==> config.mk <==
export PLATFORM = sky130hd
export DESIGN_NAME = ces_top
export DESIGN_NICKNAME = d
export VERILOG_FILES = /design/src/inc/ces_pkg.sv /design/src/hw/ces_adc_sched.sv /design/src/hw/ces_display.sv /design/src/hw/ces_top.sv
export VERILOG_INCLUDE_DIRS = /design/src /design/src/inc
export SDC_FILE = /design/constraint.sdc
export NUM_CORES = 1
export LEC_CHECK = 0
export ABC_AREA = 1
export BUFFER_PORTS_ARGS = -buffer_cell sky130_fd_sc_hd__buf_4
export CAP_MARGIN = 25
export CORE_ASPECT_RATIO = 2
export CORE_MARGIN = 5
export CORE_UTILIZATION = 62
export CTS_BUF_LIST = sky130_fd_sc_hd__clkbuf_2
export DETAILED_ROUTE_END_ITERATION = 12
export PLACE_DENSITY = 0.84
export SLEW_MARGIN = 15
export SYNTH_ARGS = -nofsm -noshare
export SYNTH_HDL_FRONTEND = slang
export SYNTH_SLANG_ARGS = --single-unit
==> constraint.sdc <==
create_clock -name CLK_I -period 2.3 [get_ports CLK_I]
set_input_delay 0.345 -clock CLK_I [delete_from_list [all_inputs] [get_ports CLK_I]]
set_output_delay 0.345 -clock CLK_I [all_outputs]
set_load 0.01 [all_outputs]
==> src/inc/ces_regs.svh <==
`ifndef CES_REGS_SVH
`define CES_REGS_SVH

// Register byte offsets on the Wishbone bus.
`define CES_ADR_CTRL      8'h00
`define CES_ADR_OSC_DIV   8'h04
`define CES_ADR_SHUTTER   8'h08
`define CES_ADR_APERTURE  8'h0C
`define CES_ADR_INTENSITY 8'h10
`define CES_ADR_STATUS    8'h14
`define CES_ADR_IRQ_STAT  8'h18
`define CES_ADR_IRQ_MASK  8'h1C
`define CES_ADR_BRIGHT    8'h20

// Control register fields.
`define CES_CTRL_DISP_BIT   0
`define CES_CTRL_UNLOCK_BIT 1
`define CES_CTRL_RST        1'h1

// Reset values.
`define CES_OSC_DIV_RST     8'h04
`define CES_VALUE_RST       8'h00
`define CES_MASK_RST        4'h0

// Interrupt bit positions.
`define CES_IRQ_CONV  0
`define CES_IRQ_DUMP  1
`define CES_IRQ_LOCK  2
`define CES_IRQ_FAULT 3
`define CES_IRQ_W     4

// Brightness codes that mean the meter is out of range.
`define CES_BRIGHT_MIN 8'h00
`define CES_BRIGHT_MAX 8'hFF

// Timing, in the units named.
`define CES_CLK_MHZ          100
`define CES_ADC_PERIOD_MS    20
`define CES_DISP_PERIOD_MS   500
`define CES_DISP_SHOW_US     40
`define CES_CONV_NEEDED      2'h3
`define CES_DIV_STAGE7       6

`endif

==> src/inc/ces_pkg.sv <==
package ces_pkg;

    typedef enum logic [1:0] {
        CES_WORD_INTENSITY,
        CES_WORD_SHUTTER,
        CES_WORD_APERTURE
    } ces_word_t;

    typedef struct packed {
        logic      valid;
        logic      dump;
        ces_word_t kind;
        logic [7:0] data;
    } ces_out_bus_t;

    typedef struct packed {
        logic       valid;
        logic [7:0] brightness_value;
    } ces_in_bus_t;

    typedef enum {
        CES_PWR_HOLD,
        CES_PWR_CHECK,
        CES_PWR_READY,
        CES_PWR_FAULT,
        CES_PWR_LOCKED,
        CES_PWR_OFF
    } ces_pwr_t;

    typedef enum {
        CES_DSP_IDLE,
        CES_DSP_SHOW,
        CES_DSP_TV,
        CES_DSP_AV,
        CES_DSP_WAIT
    } ces_dsp_t;

endpackage

==> src/hw/ces_adc_sched.sv <==
`timescale 1ns/100ps
`include "ces_regs.svh"

module ces_adc_sched
    import ces_pkg::*;
(
    // Clock and control
    input  wire logic        clk_i,
    input  wire logic        rst_i,
    input  wire logic        ce_i,
    input  wire logic        run_i,
    input  wire logic [31:0] period_i,
    // Comparator result
    input  wire logic [7:0]  value_i,
    // Results
    output ces_in_bus_t      in_bus_o,
    output logic             conv_end_o,
    output logic             three_done_o
);

    logic [31:0] cnt_reg, cnt_next;
    logic [1:0]  done_reg, done_next;
    ces_in_bus_t bus_reg, bus_next;
    logic        end_reg, end_next;

    always_comb
    begin
        cnt_next  = cnt_reg;
        done_next = done_reg;
        bus_next  = bus_reg;
        bus_next.valid = 1'b0;
        end_next  = 1'b0;
        if (!run_i)
        begin
            // Losing supply acts as a power-up clear, so the wait restarts.
            cnt_next  = '0;
            done_next = '0;
        end
        else if (cnt_reg >= period_i - 32'h1)
        begin
            cnt_next = '0;
            bus_next.valid            = 1'b1;
            bus_next.brightness_value = value_i;
            end_next = 1'b1;
            if (done_reg != `CES_CONV_NEEDED)
            begin
                done_next = done_reg + 2'h1;
            end
        end
        else
        begin
            cnt_next = cnt_reg + 32'h1;
        end
    end

    always_ff @(posedge clk_i)
    begin
        if (rst_i)
        begin
            cnt_reg  <= '0;
            done_reg <= '0;
            bus_reg  <= '0;
            end_reg  <= 1'b0;
        end
        else if (ce_i)
        begin
            cnt_reg  <= cnt_next;
            done_reg <= done_next;
            bus_reg  <= bus_next;
            end_reg  <= end_next;
        end
    end

    assign in_bus_o     = bus_reg;
    assign conv_end_o   = end_reg;
    assign three_done_o = (done_reg == `CES_CONV_NEEDED);

endmodule // ces_adc_sched

==> src/hw/ces_display.sv <==
`timescale 1ns/100ps
`include "ces_regs.svh"

module ces_display
    import ces_pkg::*;
(
    // Clock and control
    input  wire logic        clk_i,
    input  wire logic        rst_i,
    input  wire logic        ce_i,
    input  wire logic        run_i,
    input  wire logic [31:0] show_len_i,
    input  wire logic [31:0] repeat_len_i,
    // Values to show
    input  wire logic [7:0]  shutter_i,
    input  wire logic [7:0]  aperture_i,
    input  wire logic [7:0]  intensity_i,
    // Output bus
    output ces_out_bus_t     out_bus_o,
    output logic             dump_o
);

    ces_dsp_t     st_reg, st_next;
    logic [31:0]  per_reg, per_next;
    logic [31:0]  len_reg, len_next;
    ces_out_bus_t bus_reg, bus_next;

    always_comb
    begin
        st_next  = st_reg;
        len_next = len_reg;
        bus_next = bus_reg;
        bus_next.valid = 1'b0;
        bus_next.dump  = 1'b0;
        per_next = (per_reg >= repeat_len_i - 32'h1) ? '0 : per_reg + 32'h1;
        if (!run_i)
        begin
            st_next  = CES_DSP_IDLE;
            per_next = '0;
        end
        else
        begin
            unique case (st_reg)
                CES_DSP_IDLE, CES_DSP_WAIT:
                begin
                    if (st_reg == CES_DSP_IDLE || per_reg == '0)
                    begin
                        st_next  = CES_DSP_SHOW;
                        len_next = '0;
                        bus_next.valid = 1'b1;
                        bus_next.kind  = CES_WORD_INTENSITY;
                        bus_next.data  = intensity_i;
                    end
                end
                CES_DSP_SHOW:
                begin
                    len_next = len_reg + 32'h1;
                    if (len_reg >= show_len_i - 32'h1)
                    begin
                        st_next        = CES_DSP_TV;
                        bus_next.valid = 1'b1;
                        bus_next.dump  = 1'b1;
                        bus_next.kind  = CES_WORD_SHUTTER;
                        bus_next.data  = shutter_i;
                    end
                end
                CES_DSP_TV:
                begin
                    st_next        = CES_DSP_AV;
                    bus_next.valid = 1'b1;
                    bus_next.dump  = 1'b1;
                    bus_next.kind  = CES_WORD_APERTURE;
                    bus_next.data  = aperture_i;
                end
                CES_DSP_AV:
                begin
                    st_next = CES_DSP_WAIT;
                end
            endcase
        end
    end

    always_ff @(posedge clk_i)
    begin
        if (rst_i)
        begin
            st_reg  <= CES_DSP_IDLE;
            per_reg <= '0;
            len_reg <= '0;
            bus_reg <= '0;
        end
        else if (ce_i)
        begin
            st_reg  <= st_next;
            per_reg <= per_next;
            len_reg <= len_next;
            bus_reg <= bus_next;
        end
    end

    assign out_bus_o = bus_reg;
    assign dump_o    = bus_reg.valid & bus_reg.dump & (bus_reg.kind == CES_WORD_SHUTTER);

endmodule // ces_display

==> src/hw/ces_top.sv <==
// The Wishbone register port and the register addresses are this design's own decisions.
`timescale 1ns/100ps
`include "ces_regs.svh"

module ces_top
    import ces_pkg::*;
#(
    parameter int ADC_PERIOD_CYC  = `CES_ADC_PERIOD_MS * 1000 * `CES_CLK_MHZ,
    parameter int DISP_PERIOD_CYC = `CES_DISP_PERIOD_MS * 1000 * `CES_CLK_MHZ
)
(
    // Clock, reset, enable
    input  wire logic        CLK_I,
    input  wire logic        SYS_RST_I,
    input  wire logic        CE_I,
    // Wishbone slave
    input  wire logic        CYC_I,
    input  wire logic        STB_I,
    input  wire logic        WE_I,
    input  wire logic [7:0]  ADR_I,
    input  wire logic [3:0]  SEL_I,
    input  wire logic [31:0] DAT_I,
    output logic [31:0]      DAT_O,
    output logic             ACK_O,
    // Camera pins
    input  wire logic        HALF_PRESS_SWITCH_I,
    input  wire logic        RELEASE_SWITCH_I,
    input  wire logic        REGULATED_SUPPLY_REF_I,
    input  wire logic        LOW_BATTERY_FLAG_I,
    input  wire logic [7:0]  BRIGHTNESS_VALUE_I,
    // Oscillator and timing
    output logic             CLOCK_PULSE_O,
    output logic             BIAS_O,
    output logic             DIVIDER_STAGE_SEVEN_O,
    output logic [7:0]       TIMING_BITS_O,
    // Buses to processor side and decoder driver
    output ces_in_bus_t      IN_BUS_O,
    output ces_out_bus_t     OUT_BUS_O,
    output logic             DUMP_O,
    // Power control
    output logic             SUPPLY_LOCK_SIGNAL_O,
    output logic             POWER_SWITCH_CONTROL_O,
    output logic             CONVERSION_END_FLAG_O,
    output logic             INT_O
);

    localparam int SHOW_CYC = `CES_DISP_SHOW_US * `CES_CLK_MHZ;

    // Pin synchronisers: first stage feeds only the second.
    logic [11:0] sync1_reg, sync1_next;
    logic [11:0] sync2_reg, sync2_next;

    always_comb
    begin
        sync1_next = {HALF_PRESS_SWITCH_I, RELEASE_SWITCH_I, REGULATED_SUPPLY_REF_I,
                      LOW_BATTERY_FLAG_I, BRIGHTNESS_VALUE_I};
        sync2_next = sync1_reg;
    end

    always_ff @(posedge CLK_I)
    begin
        if (SYS_RST_I)
        begin
            sync1_reg <= '0;
            sync2_reg <= '0;
        end
        else if (CE_I)
        begin
            sync1_reg <= sync1_next;
            sync2_reg <= sync2_next;
        end
    end

    logic       half_s;
    logic       release_s;
    logic       ref_s;
    logic       lowbat_s;
    logic [7:0] bright_s;

    assign half_s    = sync2_reg[11];
    assign release_s = sync2_reg[10];
    assign ref_s     = sync2_reg[9];
    assign lowbat_s  = sync2_reg[8];
    assign bright_s  = sync2_reg[7:0];

    // Software registers.
    logic       disp_en_reg, disp_en_next;
    logic [7:0] osc_div_reg, osc_div_next;
    logic [7:0] tv_reg, tv_next;
    logic [7:0] av_reg, av_next;
    logic [7:0] inten_reg, inten_next;
    logic [`CES_IRQ_W-1:0] mask_reg, mask_next;
    logic [`CES_IRQ_W-1:0] stat_reg, stat_next;
    logic [31:0] dat_reg, dat_next;
    logic        ack_reg, ack_next;
    logic        unlock_req;
    logic [`CES_IRQ_W-1:0] events;
    ces_pwr_t    pwr_reg, pwr_next;
    ces_in_bus_t in_bus;
    logic        conv_end;
    logic        three_done;

    // Oscillator, divider and phases.
    logic [7:0] osc_cnt_reg, osc_cnt_next;
    logic       pulse_reg, pulse_next;
    logic [6:0] div_reg, div_next;
    logic [7:0] tb_reg, tb_next;
    logic       bias_reg, bias_next;

    function automatic logic [7:0] onehot8(input logic [2:0] idx);
        onehot8 = 8'h01 << idx;
    endfunction

    always_comb
    begin
        osc_cnt_next = osc_cnt_reg;
        pulse_next   = 1'b0;
        div_next     = div_reg;
        tb_next      = tb_reg;
        if (!ref_s)
        begin
            osc_cnt_next = '0;
            div_next     = '0;
            tb_next      = '0;
        end
        else if (osc_cnt_reg >= osc_div_reg)
        begin
            osc_cnt_next = '0;
            pulse_next   = 1'b1;
            div_next     = div_reg + 7'h1;
            tb_next = onehot8({div_reg[`CES_DIV_STAGE7], div_reg[1:0]});
        end
        else
        begin
            osc_cnt_next = osc_cnt_reg + 8'h1;
        end
        // reference and clock
        // Bias latches on the first pulse, so a divider wrap can never drop it.
        bias_next = ref_s & (bias_reg | pulse_reg);
    end

    always_ff @(posedge CLK_I)
    begin
        if (SYS_RST_I)
        begin
            osc_cnt_reg <= '0;
            pulse_reg   <= 1'b0;
            div_reg     <= '0;
            tb_reg      <= '0;
            bias_reg    <= 1'b0;
        end
        else if (CE_I)
        begin
            osc_cnt_reg <= osc_cnt_next;
            pulse_reg   <= pulse_next;
            div_reg     <= div_next;
            tb_reg      <= tb_next;
            bias_reg    <= bias_next;
        end
    end

    // Supply is on while the half press holds it or the lock holds the transistor.
    logic supply_on;
    logic fault;
    logic lock_low;

    assign lock_low  = (pwr_reg == CES_PWR_LOCKED);
    assign supply_on = half_s | lock_low;
    assign fault     = lowbat_s | (bright_s == `CES_BRIGHT_MIN) |
                       (bright_s == `CES_BRIGHT_MAX);

    ces_adc_sched u_adc (
        .clk_i        (CLK_I),
        .rst_i        (SYS_RST_I),
        .ce_i         (CE_I),
        .run_i        (supply_on & ref_s),
        .period_i     (32'(ADC_PERIOD_CYC)),
        .value_i      (bright_s),
        .in_bus_o     (in_bus),
        .conv_end_o   (conv_end),
        .three_done_o (three_done)
    );

    logic dump;

    ces_display u_disp (
        .clk_i        (CLK_I),
        .rst_i        (SYS_RST_I),
        .ce_i         (CE_I),
        .run_i        (supply_on & disp_en_reg & (pwr_reg != CES_PWR_HOLD)),
        .show_len_i   (32'(SHOW_CYC)),
        .repeat_len_i (32'(DISP_PERIOD_CYC)),
        .shutter_i    (tv_reg),
        .aperture_i   (av_reg),
        .intensity_i  (inten_reg),
        .out_bus_o    (OUT_BUS_O),
        .dump_o       (dump)
    );

    // Power sequence. A fault blocks the lock, so a weak battery never starts exposure.
    always_comb
    begin
        pwr_next = pwr_reg;
        unique case (pwr_reg)
            CES_PWR_HOLD:
            begin
                if (three_done)
                begin
                    pwr_next = CES_PWR_CHECK;
                end
            end
            CES_PWR_CHECK, CES_PWR_FAULT, CES_PWR_READY:
            begin
                if (fault)
                begin
                    pwr_next = CES_PWR_FAULT;
                end
                else if (release_s && pwr_reg == CES_PWR_READY)
                begin
                    pwr_next = CES_PWR_LOCKED;
                end
                else
                begin
                    pwr_next = CES_PWR_READY;
                end
            end
            CES_PWR_LOCKED:
            begin
                if (unlock_req)
                begin
                    pwr_next = CES_PWR_OFF;
                end
            end
            CES_PWR_OFF:
            begin
                if (!half_s)
                begin
                    pwr_next = CES_PWR_HOLD;
                end
            end
        endcase
    end

    always_ff @(posedge CLK_I)
    begin
        if (SYS_RST_I)
        begin
            pwr_reg <= CES_PWR_HOLD;
        end
        else if (CE_I)
        begin
            pwr_reg <= pwr_next;
        end
    end

    // Wishbone slave: one wait state, unmapped reads return zero.
    // A write lands at the edge where the master samples ack, never earlier.
    logic wr;

    assign wr         = CYC_I & STB_I & WE_I & ack_reg & SEL_I[0];
    assign unlock_req = wr & (ADR_I == `CES_ADR_CTRL) & DAT_I[`CES_CTRL_UNLOCK_BIT];
    assign events     = {(pwr_next == CES_PWR_FAULT) & (pwr_reg != CES_PWR_FAULT),
                         (pwr_next == CES_PWR_LOCKED) & (pwr_reg != CES_PWR_LOCKED),
                         dump, conv_end};

    always_comb
    begin
        disp_en_next = disp_en_reg;
        osc_div_next = osc_div_reg;
        tv_next      = tv_reg;
        av_next      = av_reg;
        inten_next   = inten_reg;
        mask_next    = mask_reg;
        stat_next    = stat_reg;
        ack_next     = CYC_I & STB_I & ~ack_reg;
        dat_next     = '0;
        if (wr)
        begin
            unique case (ADR_I)
                `CES_ADR_CTRL:      disp_en_next = DAT_I[`CES_CTRL_DISP_BIT];
                `CES_ADR_OSC_DIV:   osc_div_next = DAT_I[7:0];
                `CES_ADR_SHUTTER:   tv_next      = DAT_I[7:0];
                `CES_ADR_APERTURE:  av_next      = DAT_I[7:0];
                `CES_ADR_INTENSITY: inten_next   = DAT_I[7:0];
                `CES_ADR_IRQ_STAT:  stat_next    = stat_reg & ~DAT_I[`CES_IRQ_W-1:0];
                `CES_ADR_IRQ_MASK:  mask_next    = DAT_I[`CES_IRQ_W-1:0];
                default:            dat_next     = '0;
            endcase
        end
        // New events win over a clear in the same cycle.
        stat_next = stat_next | events;
        if (CYC_I && STB_I && !WE_I && !ack_reg)
        begin
            unique case (ADR_I)
                `CES_ADR_CTRL:      dat_next = {31'h0, disp_en_reg};
                `CES_ADR_OSC_DIV:   dat_next = {24'h0, osc_div_reg};
                `CES_ADR_SHUTTER:   dat_next = {24'h0, tv_reg};
                `CES_ADR_APERTURE:  dat_next = {24'h0, av_reg};
                `CES_ADR_INTENSITY: dat_next = {24'h0, inten_reg};
                `CES_ADR_STATUS:    dat_next = {24'h0, fault, three_done, supply_on,
                                                 lock_low, 1'b0, 3'(pwr_reg)};
                `CES_ADR_IRQ_STAT:  dat_next = {28'h0, stat_reg};
                `CES_ADR_IRQ_MASK:  dat_next = {28'h0, mask_reg};
                `CES_ADR_BRIGHT:    dat_next = {24'h0, in_bus.brightness_value};
                default:            dat_next = '0;
            endcase
        end
    end

    always_ff @(posedge CLK_I)
    begin
        if (SYS_RST_I)
        begin
            disp_en_reg <= `CES_CTRL_RST;
            osc_div_reg <= `CES_OSC_DIV_RST;
            tv_reg      <= `CES_VALUE_RST;
            av_reg      <= `CES_VALUE_RST;
            inten_reg   <= `CES_VALUE_RST;
            mask_reg    <= `CES_MASK_RST;
            stat_reg    <= '0;
            ack_reg     <= 1'b0;
            dat_reg     <= '0;
        end
        else if (CE_I)
        begin
            disp_en_reg <= disp_en_next;
            osc_div_reg <= osc_div_next;
            tv_reg      <= tv_next;
            av_reg      <= av_next;
            inten_reg   <= inten_next;
            mask_reg    <= mask_next;
            stat_reg    <= stat_next;
            ack_reg     <= ack_next;
            dat_reg     <= dat_next;
        end
    end

    assign DAT_O                 = dat_reg;
    assign ACK_O                 = ack_reg;
    assign CLOCK_PULSE_O         = pulse_reg;
    assign BIAS_O                = bias_reg;
    assign DIVIDER_STAGE_SEVEN_O = div_reg[`CES_DIV_STAGE7];
    assign TIMING_BITS_O         = tb_reg;
    assign IN_BUS_O              = in_bus;
    assign DUMP_O                = dump;
    assign CONVERSION_END_FLAG_O = conv_end;
    assign INT_O                 = |(stat_reg & mask_reg);
    assign SUPPLY_LOCK_SIGNAL_O   = ~lock_low;
    assign POWER_SWITCH_CONTROL_O = ~lock_low;

endmodule // ces_top

==> reports/results.tsv <==
stage	metric	value	unit
outcome	status	finished, final reports clean	
setup_path	startpoint types	register	
synthesis	Post-synth EDFFs	0	
timing	Final min period	2280	ps
grt	total grt overflow	0	
min_path	hold path endpoint	mask_reg[1]	
setup_path	CP Max Fanout	3	
synthesis	Synth Area in Compound Gates	14.7	%
timing	worst rel slew slack	53.9	%
timing	Max Slew Vio Count	0	
power	Tot Pwr	7900	uW
power	Net Switching	2240	uW
synthesis	Top FF cell, synth	dfxtp_1	
floorplan	CORE AREA	21000	um^2
timing	upper clock frequency limit	0.439	GHz
clocking	htree depth	2	
clocking	clock buffer depth	3	
clocking	Inserted Clock Buffers	56	
synthesis	cells after synthesis	1993	
timing	Finish-stage setup viols	0	
setup_path	crit path buf inv count	2	
synthesis	Ys Warns	0	
drt	initial drt markers	850	
min_path	Hold Path Origin	ADR_I[1]	
min_path	hold depth	7	
clocking	clock sink count	253	
power	Reg power frac	56.7	%
placed_design	Port Buffer Count	80	
synthesis	Mapped Area	13200	um^2
setup_path	r2r setup slk	110	ps
run	MaxCap Viol Count	0	
synthesis	post-synthesis sequential area ratio	38.2	%
setup_path	worst reg2reg startpoint	ACK_O	
placed_design	gpl congestion	1.01	
power	Internal Pwr Total	5650	uW
synthesis	Netlist cell types	44	
setup_path	critical path capture point type	output pin	
drt	Pre-antenna DRT Iters	7	
synthesis	XOR/XNOR Fraction of Synth Area	2.45	%
setup_path	Slowest-stage cell, CP	dfxtp_1	
setup_path	CP top delay family	simple AND/OR/NAND/NOR gates	
power	Leak	0.00615	uW
drt	Routed WL per cell	15.3	um
final_layout	FILL cells	1828	
setup_path	R2R depth	7	
timing	Final Hold Viols	0	
clocking	Root Driver	clkbuf_2	
drt	DRC viols	0	
placed_design	hpwl dp	26400	um
clocking	CTS tree	done	
clocking	Reg clk slew, reported paths	120	ps
power	Clock power frac	35.0	%
timing	Setup Skew	58.1	ps
drt	DRT Wirelength	37300	um
final_layout	Layout Nets	2207	
setup_path	CP max stage delay	330	ps
power	Power Dens Cells	529	nW/um^2
timing	Worst-Margin Slew	692	ps
drt	final antenna-violating net count	0	
synthesis	Post-Synth Adder-Cell Area	1.70	%
drt	Via density	5.52	
final_layout	most frequent cells in the layout	nand2_1 (417), nor2_1 (302), dfxtp_1 (246)	
setup_path	CP cell instances	inv_1 -> nand2_1 -> nor2_1 -> nand2_2 -> nor2_2 -> nand2_4 -> buf_6	
grt	initial antenna violation count	1	
floorplan	IO Pins	132	
grt	total track usage	30.1	%
power	maximum VDD drop	0.505	mV
setup_path	Arr. time, crit path	1930	ps
final_layout	Layout area overhead	12.8	%
power	Switching Share	28.4	%
synthesis	largest family of logic cells by synthesized area	simple AND/OR/NAND/NOR gates	
clocking	Worst-Skew Late Latency	900	ps
final_layout	commonest non-fill, non-tap cell in the layout	nand2_1	
floorplan	Cell Rows	75	
grt	largest net degree at the start of global routing	98	
grt	first-pass GRT wire length	61200	um
floorplan	die width	113	um
min_path	Hold Path Class	in -> reg	
synthesis	Avg Cell Area, Syn	6.65	um^2
power	Logic pwr share	8.3	%
grt	vias in the first global route	13406	
timing	Sum Neg Setup Slack	0	ps
timing	worst hold slack	96.1	ps
setup_path	reg2reg end	osc_div_reg[2]	
placed_design	Cell Count Post-Placement	2299	
floorplan	Die Height	217	um
timing	final period utilization	99.0	%
floorplan	die area	24600	um^2
floorplan	Initial Utilization	63.0	%
synthesis	portion of netlist area occupied by mux cells	0	%
drt	total number of vias	13467	
synthesis	post-synthesis register bit count	253	
synthesis	Async S/R FF share, synth	0	%
timing	RSZ-0062 raised after global routing	yes	
final_layout	Cell Count, Final, Fillers Out	2439	
setup_path	Setup crit start	pwr_reg[15]	
synthesis	Synth Area in Simple Gates	32.1	%
setup_path	required time of the critical path	1960	ps
setup_path	CP Class	reg -> out	
final_layout	ratio of cells with drive above 1 in the final layout	13.0	%
worst min-delay path: stages:
cell and delay [ps]:
buf_4 80, nor2_2 50, nand2_1 100, nor2_2 70, nand2_1 90, nor2_1 80
a21oi_1 140
power groups by stage:
stage                     Clock [uW]  Combinational [uW]  Sequential, uW
after floorplan                    0                 418            4570
after global placement             0                 574            4580
after detailed placement           0                 584            4580
after CTS                       2840                 637            4480
after global routing            3050                 714            4490
final                           2770                 652            4480
worst max-delay path by stage:
stage,end,slack [ps],depth (start not counted)
2_1_floorplan,u_disp.len_reg[30],590,13
3_3_place_gp,osc_div_reg[7],270,8
3_5_place_dp,u_disp.len_reg[26],230,13
4_1_cts,POWER_SWITCH_CONTROL_O,-30,7
5_1_grt,POWER_SWITCH_CONTROL_O,-120,7
6_report,POWER_SWITCH_CONTROL_O,20,7
final cells by class:
type | instances | area (um^2) | share of cell area, %
clock inverter | 13 | 50.0 | 0.335
clock buffer | 87 | 435 | 2.92
timing repair buffer | 148 | 1240 | 8.28
tap | 269 | 337 | 2.25
multi-input combinational | 1418 | 6860 | 45.9
antenna | 1 | 2.50 | 0.0168
inverter | 250 | 941 | 6.30
sequential | 253 | 5080 | 34.0
timing repair:
action / in CTS / in global routing
setup buffers: 7 / 0
resized for setup: 8 / 13
setup endpoints to repair: 2 / 16
pin swaps: 5 / 4
hold buffers: 32 / 0
endpoints found under the hold margin: 114 / 0
gates cloned: 0 / 0
stage by stage:
step | setup WS (ps) | area [um^2] | utilization (%)
global route | -119 | 14900 | 71.1
finish | 22.1 | 14900 | 71.1
floorplan | 590 | 13300 | -
CTS | -34.3 | 14900 | 70.9
global placement | 271 | 14000 | 66.7
detailed placement | 229 | 14000 | 66.7
synthesized netlist by cell type (2+ instances only):
cell,instances,share of area [%]
a211oi_1,2,0.11
buf_1,7,0.20
dfxtp_1,253,38
nor4_1,6,0.28
o22ai_1,14,0.66
xor2_1,27,1.8
buf_2,8,0.30
nand2_2,8,0.38
clkbuf_1,47,1.3
ha_1,18,1.7
o211ai_1,32,1.8
buf_4,30,1.7
inv_2,8,0.23
a21oi_2,11,0.73
clkinv_1,2,0.057
nand3b_1,3,0.17
nand3_1,131,4.9
nand2_1,419,12
or2_2,3,0.14
nor2_1,306,8.7
inv_1,240,6.8
a31oi_1,2,0.094
nor3_1,54,2.0
o21bai_1,12,0.68
o21ai_0,111,4.2
nor2_2,9,0.43
nand3_2,11,0.83
buf_6,3,0.26
nand4_1,30,1.4
xnor2_1,10,0.66
nor3_2,3,0.23
nor2_4,4,0.34
o21a_1,3,0.17
a21oi_1,156,5.9
logic make-up after synthesis:
family | count (synthesis)
AND/OR/NAND/NOR | 991
AO/OA/AOI/OAI | 348
buffers and inverters | 345
flip-flops | 253
XOR/XNOR | 37
adder cells (fa/ha/maj) | 18
other | 1
layer usage:
metal  global-route usage [%]  wire length, um  vias to the layer above
met2                     56.6            19800                      452
met4                     20.9             2660                        0
met5                        0                0                        -
met3                     4.86             1790                      183
met1                     29.2            13000                     6147
li1                         -                -                     6685
Note: power is estimated with default switching activity, not from simulation.
